## src/hdl/ipsw_consts.vh

```
`ifndef IPSW_CONSTS_VH
`define IPSW_CONSTS_VH
// Processor status byte layout.
`define IPSW_PST_STATE_LSB   0
`define IPSW_PST_STATE_MSB   3
`define IPSW_PST_FAULTED     4
`define IPSW_PST_REFMODE     5
`define IPSW_PST_STOPPED     6
`define IPSW_PST_BCAST       7
// Processor state codes; the rest are reserved.
`define IPSW_STATE_IDLE      4'h0
`define IPSW_STATE_EXEC      4'h1
// Process status bits.
`define IPSW_PRC_BOUND       0
`define IPSW_PRC_CTX_FLT     1
`define IPSW_PRC_PRC_FLT     2
// Processor descriptor system rights bits.
`define IPSW_SR_BCAST        0
`define IPSW_SR_LOCAL        1
// Peripheral subsystem state field layout.
`define IPSW_PSS_INHIBIT     0
`define IPSW_PSS_WSD_LSB     1
`define IPSW_PSS_WSD_MSB     3
`define IPSW_PSS_XAD_LSB     4
`define IPSW_PSS_XAD_MSB     6
// Interprocessor state field flags.
`define IPSW_IPC_LOCAL       0
`define IPSW_IPC_GLOBAL      1
// Data segment word addresses (double byte displacements).
`define IPSW_ADDR_PSS        8'h00
`define IPSW_ADDR_IPC        8'h01
`define IPSW_ADDR_PSTAT      8'h02
`define IPSW_ADDR_PID        8'h03
`define IPSW_ADDR_FUNC       8'h07
`define IPSW_ADDR_MAP        8'h1c
`define IPSW_ADDR_FLT_PRCR   8'h36
`define IPSW_ADDR_FLT_PRCS   8'h40
`define IPSW_CTRL_BASE       8'h04
`define IPSW_CTRL_WINDOW     3'h4
`endif

```

## src/hdl/ipsw_mem.v

```verilog
`timescale 1ns/1ps
// Small word store for the processor data segment copy.
module ipsw_mem #(
  parameter AW = 8,
  parameter DW = 16
) (
  input  wire          clk_sys,
  input  wire          we,
  input  wire [AW-1:0] waddr,
  input  wire [DW-1:0] wdata,
  input  wire [AW-1:0] raddr,
  output reg  [DW-1:0] rdata
);
  reg [DW-1:0] mem [0:(1<<AW)-1];

  // Read data are registered so the window read path has one fixed latency.
  always @(posedge clk_sys)
  begin
    if (we)
      mem[waddr] <= wdata;
    rdata <= mem[raddr];
  end
endmodule

```

## src/hdl/ipsw_top.v

```verilog
// How it works
// Process bound bit reads 0 when bound, 1 when unbound.
// Context and process faulted bits: 0 clean, 1 faulted.
// Process fault with bound process goes to the process fault area.
// Process fault with no bound process goes to the processor area.
// Mapping and function units run concurrently, neither waits.
// System rights bit 0 gates global broadcast messages.
// Middle rights bit gates local messages; high bit is ignored.
// Resident state copy is refreshed on function or block completion; the code skips it when a higher-priority copy-back takes that cycle.
// Data segment from word four up is readable through window 4.
// State code 0000 idle, 0001 executing; others reserved.
// Status faulted bit: 0 not faulted, 1 faulted.
// Reference mode 1 logical, 0 raw 24-bit physical.
// Stopped bit: 0 running, 1 stopped.
// Broadcast accept bit is 1 while broadcasts are accepted.
// Identifier is loaded at init into data and local segments; the data copy is lost when a process fault or completion takes that cycle.
// Inhibit suppresses successful completion interrupts only; others pass.
// Host delay fields set the peripheral interface timing.
// After an interprocessor signal, record it and interrupt.
// Local and global response flags read 1 once a response occurred.
// Never write a reserved state code.
`timescale 1ns/1ps
`include "ipsw_consts.vh"
module ipsw_top #(
  parameter PID_W = 8
) (
  input  wire             clk_sys,
  input  wire             sys_rst,
  input  wire             init_req,
  input  wire [PID_W-1:0] pid_ext,
  input  wire             proc_bound,
  input  wire             run_req,
  input  wire             stop_req,
  input  wire             ref_logical,
  input  wire             bcast_enable,
  input  wire [2:0]       sys_rights,
  input  wire             fault_processor,
  input  wire             fault_process,
  input  wire             fault_context,
  input  wire             func_done,
  input  wire             func_ok,
  input  wire             blk_done,
  input  wire [15:0]      func_state,
  input  wire [15:0]      map_state,
  input  wire             ipc_local_sig,
  input  wire             ipc_global_sig,
  input  wire             win_rd,
  input  wire             win_wr,
  input  wire [2:0]       win_sel,
  input  wire [7:0]       win_addr,
  input  wire [15:0]      win_wdata,
  output reg  [15:0]      win_rdata,
  output reg              win_rvalid,
  output reg  [7:0]       processor_status_byte,
  output reg  [2:0]       process_status,
  output reg              fault_to_process,
  output reg              fault_to_processor,
  output reg              bcast_allowed,
  output reg              local_msg_allowed,
  output reg              host_irq,
  output reg  [2:0]       write_sample_delay,
  output reg  [2:0]       xack_delay,
  output reg  [PID_W-1:0] local_seg_pid
);

  ////////////////////////////////////////////////////////////////////////
  // Pin synchronisers for every external event and level except sys_rights, pid_ext, func_state, map_state and the window bus.
  localparam NS = 13;
  wire [NS-1:0] raw = {init_req, proc_bound, run_req, stop_req,
                       ref_logical, bcast_enable, fault_processor,
                       fault_process, fault_context, func_done, func_ok,
                       blk_done, ipc_local_sig | ipc_global_sig};
  reg  [NS-1:0] sync1;
  reg  [NS-1:0] sync2;
  reg  [NS-1:0] prev;
  reg           ipl1;
  reg           ipl2;
  reg           ipg1;
  reg           ipg2;
  reg           ipl_q;
  reg           ipg_q;

  // Two stages before anything looks at the pins.
  always @(posedge clk_sys or posedge sys_rst)
  begin
    if (sys_rst)
    begin
      sync1 <= {NS{1'b0}};
      sync2 <= {NS{1'b0}};
      prev  <= {NS{1'b0}};
      ipl1  <= 1'b0;
      ipl2  <= 1'b0;
      ipg1  <= 1'b0;
      ipg2  <= 1'b0;
      ipl_q <= 1'b0;
      ipg_q <= 1'b0;
    end
    else
    begin
      sync1 <= raw;
      sync2 <= sync1;
      prev  <= sync2;
      ipl1  <= ipc_local_sig;
      ipl2  <= ipl1;
      ipg1  <= ipc_global_sig;
      ipg2  <= ipg1;
      ipl_q <= ipl2;
      ipg_q <= ipg2;
    end
  end

  wire [NS-1:0] rise = sync2 & ~prev;
  wire s_init    = rise[12];
  wire s_bound   = sync2[11];
  wire s_run     = rise[10];
  wire s_stop    = rise[9];
  wire s_reflog  = sync2[8];
  wire s_bcen    = sync2[7];
  wire s_fprcr   = rise[6];
  wire s_fprcs   = rise[5];
  wire s_fctx    = rise[4];
  wire s_fdone   = rise[3];
  wire s_fok     = sync2[2];
  wire s_bdone   = rise[1];
  wire s_ipl     = ipl2 & ~ipl_q;
  wire s_ipg     = ipg2 & ~ipg_q;

  ////////////////////////////////////////////////////////////////////////
  // Processor status and process status state.
  reg [3:0] pstate;
  reg       faulted;
  reg       stopped;
  reg       ctx_flt;
  reg       prc_flt;
  reg       inhibit;
  reg       ipc_lresp;
  reg       ipc_gresp;

  // Only the two legal state codes are ever produced.
  function [3:0] next_state_code;
    input run;
    input bound;
    begin
      if (run && bound)
        next_state_code = `IPSW_STATE_EXEC; // see
      else
        next_state_code = `IPSW_STATE_IDLE; // see
    end
  endfunction

  wire host_psw = win_wr && (win_sel == `IPSW_CTRL_WINDOW) &&
                  (win_addr == `IPSW_ADDR_PSS);
  wire host_ipc = win_wr && (win_sel == `IPSW_CTRL_WINDOW) &&
                  (win_addr == `IPSW_ADDR_IPC);

  // Status flags; a new event wins over a host clear in the same cycle.
  always @(posedge clk_sys or posedge sys_rst)
  begin
    if (sys_rst)
    begin
      pstate             <= `IPSW_STATE_IDLE;
      faulted            <= 1'b0;
      stopped            <= 1'b1;
      ctx_flt            <= 1'b0;
      prc_flt            <= 1'b0;
      inhibit            <= 1'b0;
      write_sample_delay <= 3'h0;
      xack_delay         <= 3'h0;
      ipc_lresp          <= 1'b0;
      ipc_gresp          <= 1'b0;
      local_seg_pid      <= {PID_W{1'b0}};
    end
    else
    begin
      if (s_init)
      begin
        local_seg_pid <= pid_ext;
      end
      if (s_stop)
        stopped <= 1'b1;
      else if (s_run)
        stopped <= 1'b0;
      pstate <= next_state_code(~stopped, s_bound);
      if (s_fprcr)
        faulted <= 1'b1;
      if (s_fctx)
        ctx_flt <= 1'b1;
      else if (s_run)
        ctx_flt <= 1'b0;
      if (s_fprcs)
        prc_flt <= 1'b1;
      else if (s_run)
        prc_flt <= 1'b0;
      if (host_psw)
      begin
        inhibit            <= win_wdata[`IPSW_PSS_INHIBIT];
        write_sample_delay <= win_wdata[`IPSW_PSS_WSD_MSB:`IPSW_PSS_WSD_LSB];
        xack_delay         <= win_wdata[`IPSW_PSS_XAD_MSB:`IPSW_PSS_XAD_LSB];
      end
      // Interprocessor responses; a new signal wins over a host clear.
      if (s_ipl)
        ipc_lresp <= 1'b1; // see
      else if (host_ipc && win_wdata[`IPSW_IPC_LOCAL])
        ipc_lresp <= 1'b0;
      if (s_ipg)
        ipc_gresp <= 1'b1; // see
      else if (host_ipc && win_wdata[`IPSW_IPC_GLOBAL])
        ipc_gresp <= 1'b0;
    end
  end

  ////////////////////////////////////////////////////////////////////////
  // Registered status outputs and fault routing.
  always @(posedge clk_sys or posedge sys_rst)
  begin
    if (sys_rst)
    begin
      processor_status_byte <= 8'h00;
      process_status        <= 3'h1;
      fault_to_process      <= 1'b0;
      fault_to_processor    <= 1'b0;
      bcast_allowed         <= 1'b0;
      local_msg_allowed     <= 1'b0;
      host_irq              <= 1'b0;
    end
    else
    begin
      processor_status_byte[`IPSW_PST_STATE_MSB:`IPSW_PST_STATE_LSB]
        <= pstate;
      processor_status_byte[`IPSW_PST_FAULTED] <= faulted;
      processor_status_byte[`IPSW_PST_REFMODE] <= s_reflog;
      processor_status_byte[`IPSW_PST_STOPPED] <= stopped;
      processor_status_byte[`IPSW_PST_BCAST] <= s_bcen;
      process_status[`IPSW_PRC_BOUND]   <= ~s_bound;
      process_status[`IPSW_PRC_CTX_FLT] <= ctx_flt;
      process_status[`IPSW_PRC_PRC_FLT] <= prc_flt;
      fault_to_process   <= s_fprcs & s_bound;
      fault_to_processor <= s_fprcs & ~s_bound;
      // The high rights bit is deliberately left unread.
      bcast_allowed     <= sys_rights[`IPSW_SR_BCAST];
      local_msg_allowed <= sys_rights[`IPSW_SR_LOCAL];
      // Successful completion interrupts obey the inhibit; all others always pass.
      host_irq <= (s_fdone & ~(s_fok & inhibit)) | s_fprcr | s_fprcs |
                  s_fctx | s_ipl | s_ipg | s_bdone; // see
    end
  end

  ////////////////////////////////////////////////////////////////////////
  // Copy-back into the data segment, run apart from the window path.
  reg        cb_we;
  reg [7:0]  cb_addr;
  reg [15:0] cb_data;
  reg        ipc_dirty;

  // One write per cycle; priority picks the most urgent update.
  always @(posedge clk_sys or posedge sys_rst)
  begin
    if (sys_rst)
    begin
      cb_we     <= 1'b0;
      cb_addr   <= 8'h00;
      cb_data   <= 16'h0000;
      ipc_dirty <= 1'b0;
    end
    else
    begin
      cb_we     <= 1'b1;
      ipc_dirty <= ipc_dirty | s_ipl | s_ipg | host_ipc;
      if (s_fprcs)
      begin
        // see
        cb_addr <= s_bound ? `IPSW_ADDR_FLT_PRCS : `IPSW_ADDR_FLT_PRCR;
        cb_data <= func_state;
      end
      else if (s_fdone)
      begin
        cb_addr <= `IPSW_ADDR_FUNC;
        cb_data <= func_state;
      end
      else if (s_bdone)
      begin
        cb_addr <= `IPSW_ADDR_MAP;
        cb_data <= map_state;
      end
      else if (s_init)
      begin
        cb_addr <= `IPSW_ADDR_PID;
        cb_data <= {{(16-PID_W){1'b0}}, pid_ext};
      end
      else if (ipc_dirty)
      begin
        // The pending mark stays set if a new change arrives right now.
        ipc_dirty <= s_ipl | s_ipg | host_ipc;
        cb_addr   <= `IPSW_ADDR_IPC;
        cb_data   <= {14'h0, ipc_gresp, ipc_lresp};
      end
      else
      begin
        cb_we   <= 1'b0;
        cb_addr <= cb_addr;
        cb_data <= cb_data;
      end
    end
  end

  ////////////////////////////////////////////////////////////////////////
  // Control window read path.
  wire [15:0] mem_q;
  reg         rd_q;
  reg  [7:0]  rd_addr;

  // Separate read port so window reads never stall copy-back writes.
  ipsw_mem #(
    .AW (8),
    .DW (16)
  ) u_mem (
    .clk_sys (clk_sys),
    .we      (cb_we),
    .waddr   (cb_addr),
    .wdata   (cb_data),
    .raddr   (win_addr),
    .rdata   (mem_q)
  );

  wire win_ok = win_rd && (win_sel == `IPSW_CTRL_WINDOW) &&
                (win_addr >= `IPSW_CTRL_BASE);

  // Words from word four up come from the copy; words below word four read as zero.
  always @(posedge clk_sys or posedge sys_rst)
  begin
    if (sys_rst)
    begin
      rd_q       <= 1'b0;
      rd_addr    <= 8'h00;
      win_rdata  <= 16'h0000;
      win_rvalid <= 1'b0;
    end
    else
    begin
      rd_q       <= win_rd && (win_sel == `IPSW_CTRL_WINDOW);
      rd_addr    <= win_ok ? win_addr : 8'h00;
      win_rvalid <= rd_q;
      if (!rd_q || rd_addr < `IPSW_CTRL_BASE)
        win_rdata <= 16'h0000;
      else
        win_rdata <= mem_q;
    end
  end
endmodule

```

## config.mk

```make
export PLATFORM = sky130hd
export DESIGN_NAME = ipsw_top
export DESIGN_NICKNAME = d
export VERILOG_FILES = /design/src/hdl/ipsw_mem.v /design/src/hdl/ipsw_top.v
export VERILOG_INCLUDE_DIRS = /design/src /design/src/hdl
export SDC_FILE = /design/constraint.sdc
export NUM_CORES = 2
export LEC_CHECK = 0
export ABC_CLOCK_PERIOD_IN_PS = 3250
export BUFFER_PORTS_ARGS = -buffer_cell sky130_fd_sc_hd__buf_2
export CAP_MARGIN = 5
export CORE_UTILIZATION = 27
export CTS_BUF_LIST = sky130_fd_sc_hd__clkbuf_8 sky130_fd_sc_hd__clkbuf_16
export CTS_CLUSTER_SIZE = 28
export DETAILED_ROUTE_END_ITERATION = 6
export SLEW_MARGIN = 0
export SYNTH_ARGS = -nofsm -noshare
export SYNTH_HDL_FRONTEND = slang
export SYNTH_SLANG_ARGS = --single-unit
```

## constraint.sdc

```tcl
create_clock -name clk_sys -period 3.25 [get_ports clk_sys]
set_clock_uncertainty 0.15 [all_clocks]
set_input_delay 0 -clock clk_sys [delete_from_list [all_inputs] [get_ports clk_sys]]
set_output_delay 0 -clock clk_sys [all_outputs]
set_load 0.01 [all_outputs]
```

======== Yosys cells after proc, flatten, opt, wreduce, memory -nomap -nowiden ========
Memories as Yosys holds them, arrays and structs flattened. A register that Yosys moved wholly into a read port is not among the register bits.
Index checks and enable logic that the tools add are counted.
word-level totals
  flip-flop bits (word level) ............. 138
  RAM bits ................................ 4096
  output and inout bits ................... 47
  memories kept ........................... 1
memories
  name       words  width  read ports  clocked after Yosys merged registers in  write ports  line           source
  u_mem.mem  256    16     1           1                                        1            ipsw_mem.v:14  reg [DW-1:0] mem [0:(1<<AW)-1];
cells by class
  magnitude comparators ................... 2
  equal/unequal tests ..................... 2
  multiplexer cells ....................... 34
  bitwise gates (word level) .............. 25
  reduce and logical (&&, ||, !) cells .... 17
operator list
  operator            count
  $mux 16             6
  $mux 8              6
  $mux 1              21
  $and 13x13->13      1
  $not 13->13         1
  $or 1x1->1          12
  $reduce_bool 2->1   5
  $eq 8x1->1 const B  1
  $ge 8x3->1 const B  1
  $logic_and 1x1->1   8
  $logic_not 8->1     1
  $lt 8x3->1 const B  1
  $mux 7              1
  $and 1x1->1         6
  $not 1->1           5
  $reduce_bool 5->1   1
  $eq 3x3->1 const B  1
  $logic_not 1->1     1
  $logic_or 1x1->1    1

======== Longest topological paths before layout ========
  depth in word-level cells ............... 10
  depth in mapped cells ................... 10

======== By module ========
Synthesis repeated with hierarchy kept, for this count alone.
second synthesis, totals
  cells, all modules ...................... 7667
  area, all modules ....................... 162921.3 µm²
modules (own cells, without submodules)
  module    times used  cells each  area an instance (µm²)
  ipsw_mem  1           7360        158714.7
  ipsw_top  1           307         4206.5

======== Worst setup path after synthesis ========
No wires, ideal clock.
  path kind ............................... reg-to-reg
  start ................................... register cb_addr[6]
  end ..................................... memory u_mem.mem[16][0], enable pin
  library setup time ...................... 409 ps
  data arrival time ....................... 2337 ps
  required time ........................... 2691 ps
  slack ................................... 354 ps
  cell stages (with the launch flop) ...... 5
  buffers on the path ..................... 1
  cells stage by stage .................... dfrtp_1 > clkbuf_1 > nor4b_1 > nand2_1 > nor3_1
RTL lines
  element                   line            source
  start: declaration        ipsw_top.v:251  reg [7:0] cb_addr;
  start signal: assignment  ipsw_top.v:272  cb_addr <= s_bound ? `IPSW_ADDR_FLT_PRCS : `IPSW_ADDR_FLT_PRCR;
  start signal: assignment  ipsw_top.v:277  cb_addr <= `IPSW_ADDR_FUNC;
  start signal: assignment  ipsw_top.v:282  cb_addr <= `IPSW_ADDR_MAP;
  end: declaration          ipsw_mem.v:14
No word-level cell before the write port.

======== Final worst setup path ========
  start ................................... register sync2[5]
  end ..................................... register cb_data[1]
between the ends
  word-level cells in the longest chain between the ends .. 2
  elaborated cells between the ends (all ways) .. 3
  classes of those cells .................. mux (1); bitwise (1); reduce/logical (1)
ends and longest elaborated chain
  element                                                        line            source
  start: declaration                                             ipsw_top.v:74   reg [NS-1:0] sync2;
  start signal: assignment                                       ipsw_top.v:89   sync2 <= {NS{1'b0}};
  start signal: assignment                                       ipsw_top.v:101  sync2 <= sync1;
  $and 13x13->13 (*)                                             ipsw_top.v:112  wire [NS-1:0] rise = sync2 & ~prev;
  $reduce_bool 5->1 (no source line) or $mux 16 (tied branches)  --
  end signal: assignment                                         ipsw_top.v:273  cb_data <= func_state;
  end signal: assignment                                         ipsw_top.v:278  cb_data <= func_state;
  end signal: assignment                                         ipsw_top.v:283  cb_data <= map_state;
  end: declaration                                               ipsw_top.v:252  reg [15:0] cb_data;
Every way passes the cells marked *; elsewhere a longest branch is shown, timed or not.
A chain may end at the register's enable or synchronous reset.

==> reports/summary.txt <==
SYNTH
---------------------------------------------------------------------------------------
Cell types with the largest area share after synthesis                     edfxtp_1 (73%), mux4_2 (10%), dfrtp_1 (3.6%)
Synthesized area per cell                                                   20.56 sq um
Cell types with the highest counts after synthesis                         edfxtp_1 (2048), mux4_2 (384), mux2i_1 (192)
Number of synthesized register bits                                                2186
Async set or reset register ratio after synthesis                               0.05581
Most frequently used cell type in the post-synthesis netlist                   edfxtp_1
Yosys cell types                                                                     59
Cell type with the largest total area after synthesis                          edfxtp_1
Compound-Gate Fraction of Synth Area                                            0.03130
Gate count after technology mapping                                                4090
Simple-Gate Fraction of Synth Area                                              0.03026
Sequential area share after synthesis                                            0.7713
Post-synth EDFFs                                                                   2048
Summed instance area of the synthesized netlist                            0.08411 sq mm
Adder-cell share of the synthesized area                                              0
Synth Flop Type                                                                edfxtp_1
Yosys top cell area share                                                        0.7312
Fraction of synthesized area in multiplexers                                     0.1483
Synth warn                                                                            0
Xor and xnor fraction of the mapped netlist area                                      0
Dominant combinational cell family by area after synthesis                 multiplexers

FLOORPLAN
---------------------------------------------------------------------------------------
Total die area                                                             0.3137 sq mm
# IOs                                                                               135
Area of the core region                                                    0.3094 sq mm
Initial standard-cell utilization of the core                                    0.2719
Row count                                                                           204
Height of the die                                                          560.1 microns
Overall die width                                                          560.1 microns

SETUP PATH
---------------------------------------------------------------------------------------
Critical path type                                                         flop to flop
Worst path required time                                                        3.86 ns
Worst Path Arrival                                                              3.63 ns
Max FO, Critical Path                                                                15
CP Capture Type                                                                    flop
Worst Reg-to-Reg Cells                                                                7
Critical Path Start Type                                                           flop

STA
---------------------------------------------------------------------------------------
Post-route setup TNS                                                               0 ns
Worst-margin pin slew                                                          1.172 ns
Minimum clock period                                                           3.023 ns
Ratio of final minimum period to clock period                                    0.9301
Achievable frequency                                                         0.3308 GHz
Rel. slew slack                                                                  0.2184
Max-slew violations                                                                   0
Number of hold violations in the final report                                         0
Setup repair after global routing missed its margin                               false
Final setup viols                                                                     0

CTS
---------------------------------------------------------------------------------------
Buffers inserted by post-CTS timing repair                                            0
TritonCTS clock tree                                                              built
Post-CTS Hold Fix Bufs                                                              151
Latest clock arrival within the worst-skew pair                                 0.88 ns
Clock slew at reported path FFs                                                 0.06 ns
TritonCTS Buffers                                                                   210
Maximum level of the CTS H-tree                                                       4
Clk buf depth                                                                         3
Gates resized, CTS repair                                                             0
Total number of clock tree sinks                                                   2186
Master cell of the clock root buffer                                          clkbuf_16

GRT
---------------------------------------------------------------------------------------
Wire length of the first global-routing pass                               316000 microns
Initial antenna violation count                                                      16
Vias in the first global route                                                    43524
Total GRT Usage                                                                  0.1378
Maximum number of pins on one net before global-route repair                        101
Total grt overflow                                                                    0

POWER
---------------------------------------------------------------------------------------
Largest voltage drop on the vdd net                                           0.6497 mV
Leakage power summed over all cells                                            32.87 nW
Pwr dens                                                                   592.5 mW/mm^2

ROUTE
---------------------------------------------------------------------------------------
Count of nets left with antenna violations after detail routing                       0
Vias                                                                              42899
Final wirelength                                                           220200 microns
Mean routed wirelength per cell                                            24.43 microns
First drt pass iteration count                                                        5
Vias per inst                                                                     4.758
DRC Markers                                                                           0
Number of violations reported at the end of detailed-routing iteration 0           4124

LAYOUT
---------------------------------------------------------------------------------------
Final #Nets                                                                        4789
Proportion of layout cells with a drive suffix above 1                           0.2823
Fin area                                                                   0.1003 sq mm
Final standard cell count with taps included and fillers excluded                  9016
Area Growth Syn to Fin                                                           19.21%

JOB
---------------------------------------------------------------------------------------
Max-cap violation count                                                               0

PLACEMENT
---------------------------------------------------------------------------------------
Cell Area, Placed                                                          0.09201 sq mm
RePlAce Congestion                                                               0.8282
Instance count after placement with tap cells included                             8458
DP HPWL                                                                    134000 microns
Total of buffers placed on input and output ports                                   121

OUTCOME
---------------------------------------------------------------------------------------
Outcome                                                                    finished clean

WORST HOLD PATH
---------------------------------------------------------------------------------------
Hold Crit Depth                                                                       6
Path class of the lowest-slack min-delay path                              input port to flop

==> logic make-up (layout without fill, tap and decap cells) <==
kind of cell / after synthesis / count (layout)
flops: 2186 / 2186
mux: 743 / 743
simple gates: 531 / 531
compound gates: 379 / 379
buf+inv: 250 / 1046
other cells: 1 / 11
==> path summary, 6_finish.rpt <==
path / start / endpoint / slack, ns
max: sync2[5] / cb_data[1] / 0.23
min: win_addr[2] / u_mem.rdata[14] / 0.09
max reg2reg: sync2[5] / cb_data[1] / 0.23
min reg2reg: sync1[1] / sync2[1] / 0.19
max in group asynchronous: sys_rst / stopped / 1.67
min in group asynchronous: sys_rst / local_seg_pid[3] / 0.36
==> per-stage QoR <==
| step | hold WS [ns] | total power, mW | utilization | setup slack, ns |
|---|---|---|---|---|
| floorplan | -0.1186 | 34.42 | - | 0.3540 |
| global placement | -0.04229 | 36.11 | 0.2974 | 0.2165 |
| detailed placement | -0.04066 | 36.22 | 0.2974 | 0.2216 |
| CTS | 0.02036 | 59.79 | 0.3240 | 0.2922 |
| global route | 0.04942 | 61.04 | 0.3241 | 0.04763 |
| finish | 0.09066 | 59.41 | 0.3241 | 0.2271 |
==> area by class of cell <==
type / count / area (sq um)
Clock inverter: 170 / 1157
Tap cell: 4120 / 5155
Clock buffer: 229 / 5562
Fill cell: 29340 / 209100
Multi-Input combinational cell: 1656 / 17740
Timing Repair Buffer: 637 / 5650
Inverter: 10 / 41.29
Sequential cell: 2186 / 64930
Antenna cell: 8 / 20.02
==> power by group <==
part / switching, mW / internal (mW)
registers: 0.640 / 31.6
logic: 2.22 / 1.33
clock network: 10.5 / 13.1
==> flip-flops by register name (all words and copies together), names as in the netlist, 6 cells and up <==
register       cells
sync1             12
cb_addr            7
win_rdata         16
rd_addr            6
u_mem.mem       2048
u_mem.rdata       16
local_seg_pid      8
cb_data           16
sync2             12
prev              10
==> placed cells by master, fill, tap and decap left out, types with 33 or more instances in the layout <==
cell and count:
edfxtp_1 2048, mux4_2 384, buf_4 304, clkbuf_16 214, mux2i_1 192, nor2_1 175
mux2_2 159, dlygate4sd3_1 151, buf_2 118, nand2_1 116, dfrtp_1 104, o22ai_1 80
nor2b_1 72, inv_1 71, a211oi_1 64, buf_12 61, o21ai_0 56, clkinv_2 41
clkinv_1 39, nor3_1 33
==> worst max-delay path, cell delays in order (launching register included) <==
cell           delay (ns)
dfrtp_1              0.38
nand2b_1             0.27
and2_1               0.55
o211ai_1             0.20
o21ai_0              0.16
dlygate4sd3_1        0.60
a21oi_1              0.06
dlygate4sd3_1        0.55
==> layer usage <==
| layer | vias to the layer above | global-route usage | routed length, microns |
|---|---|---|---|
| met3 | 323 | 0.02565 | 15300 |
| met5 | - | 0 | 30 |
| met2 | 1674 | 0.2259 | 106400 |
| met4 | 4 | 0.04092 | 6049 |
| li1 | 18038 | - | - |
| met1 | 22860 | 0.1856 | 92440 |
No activity file was read; power rests on OpenSTA's default activity.
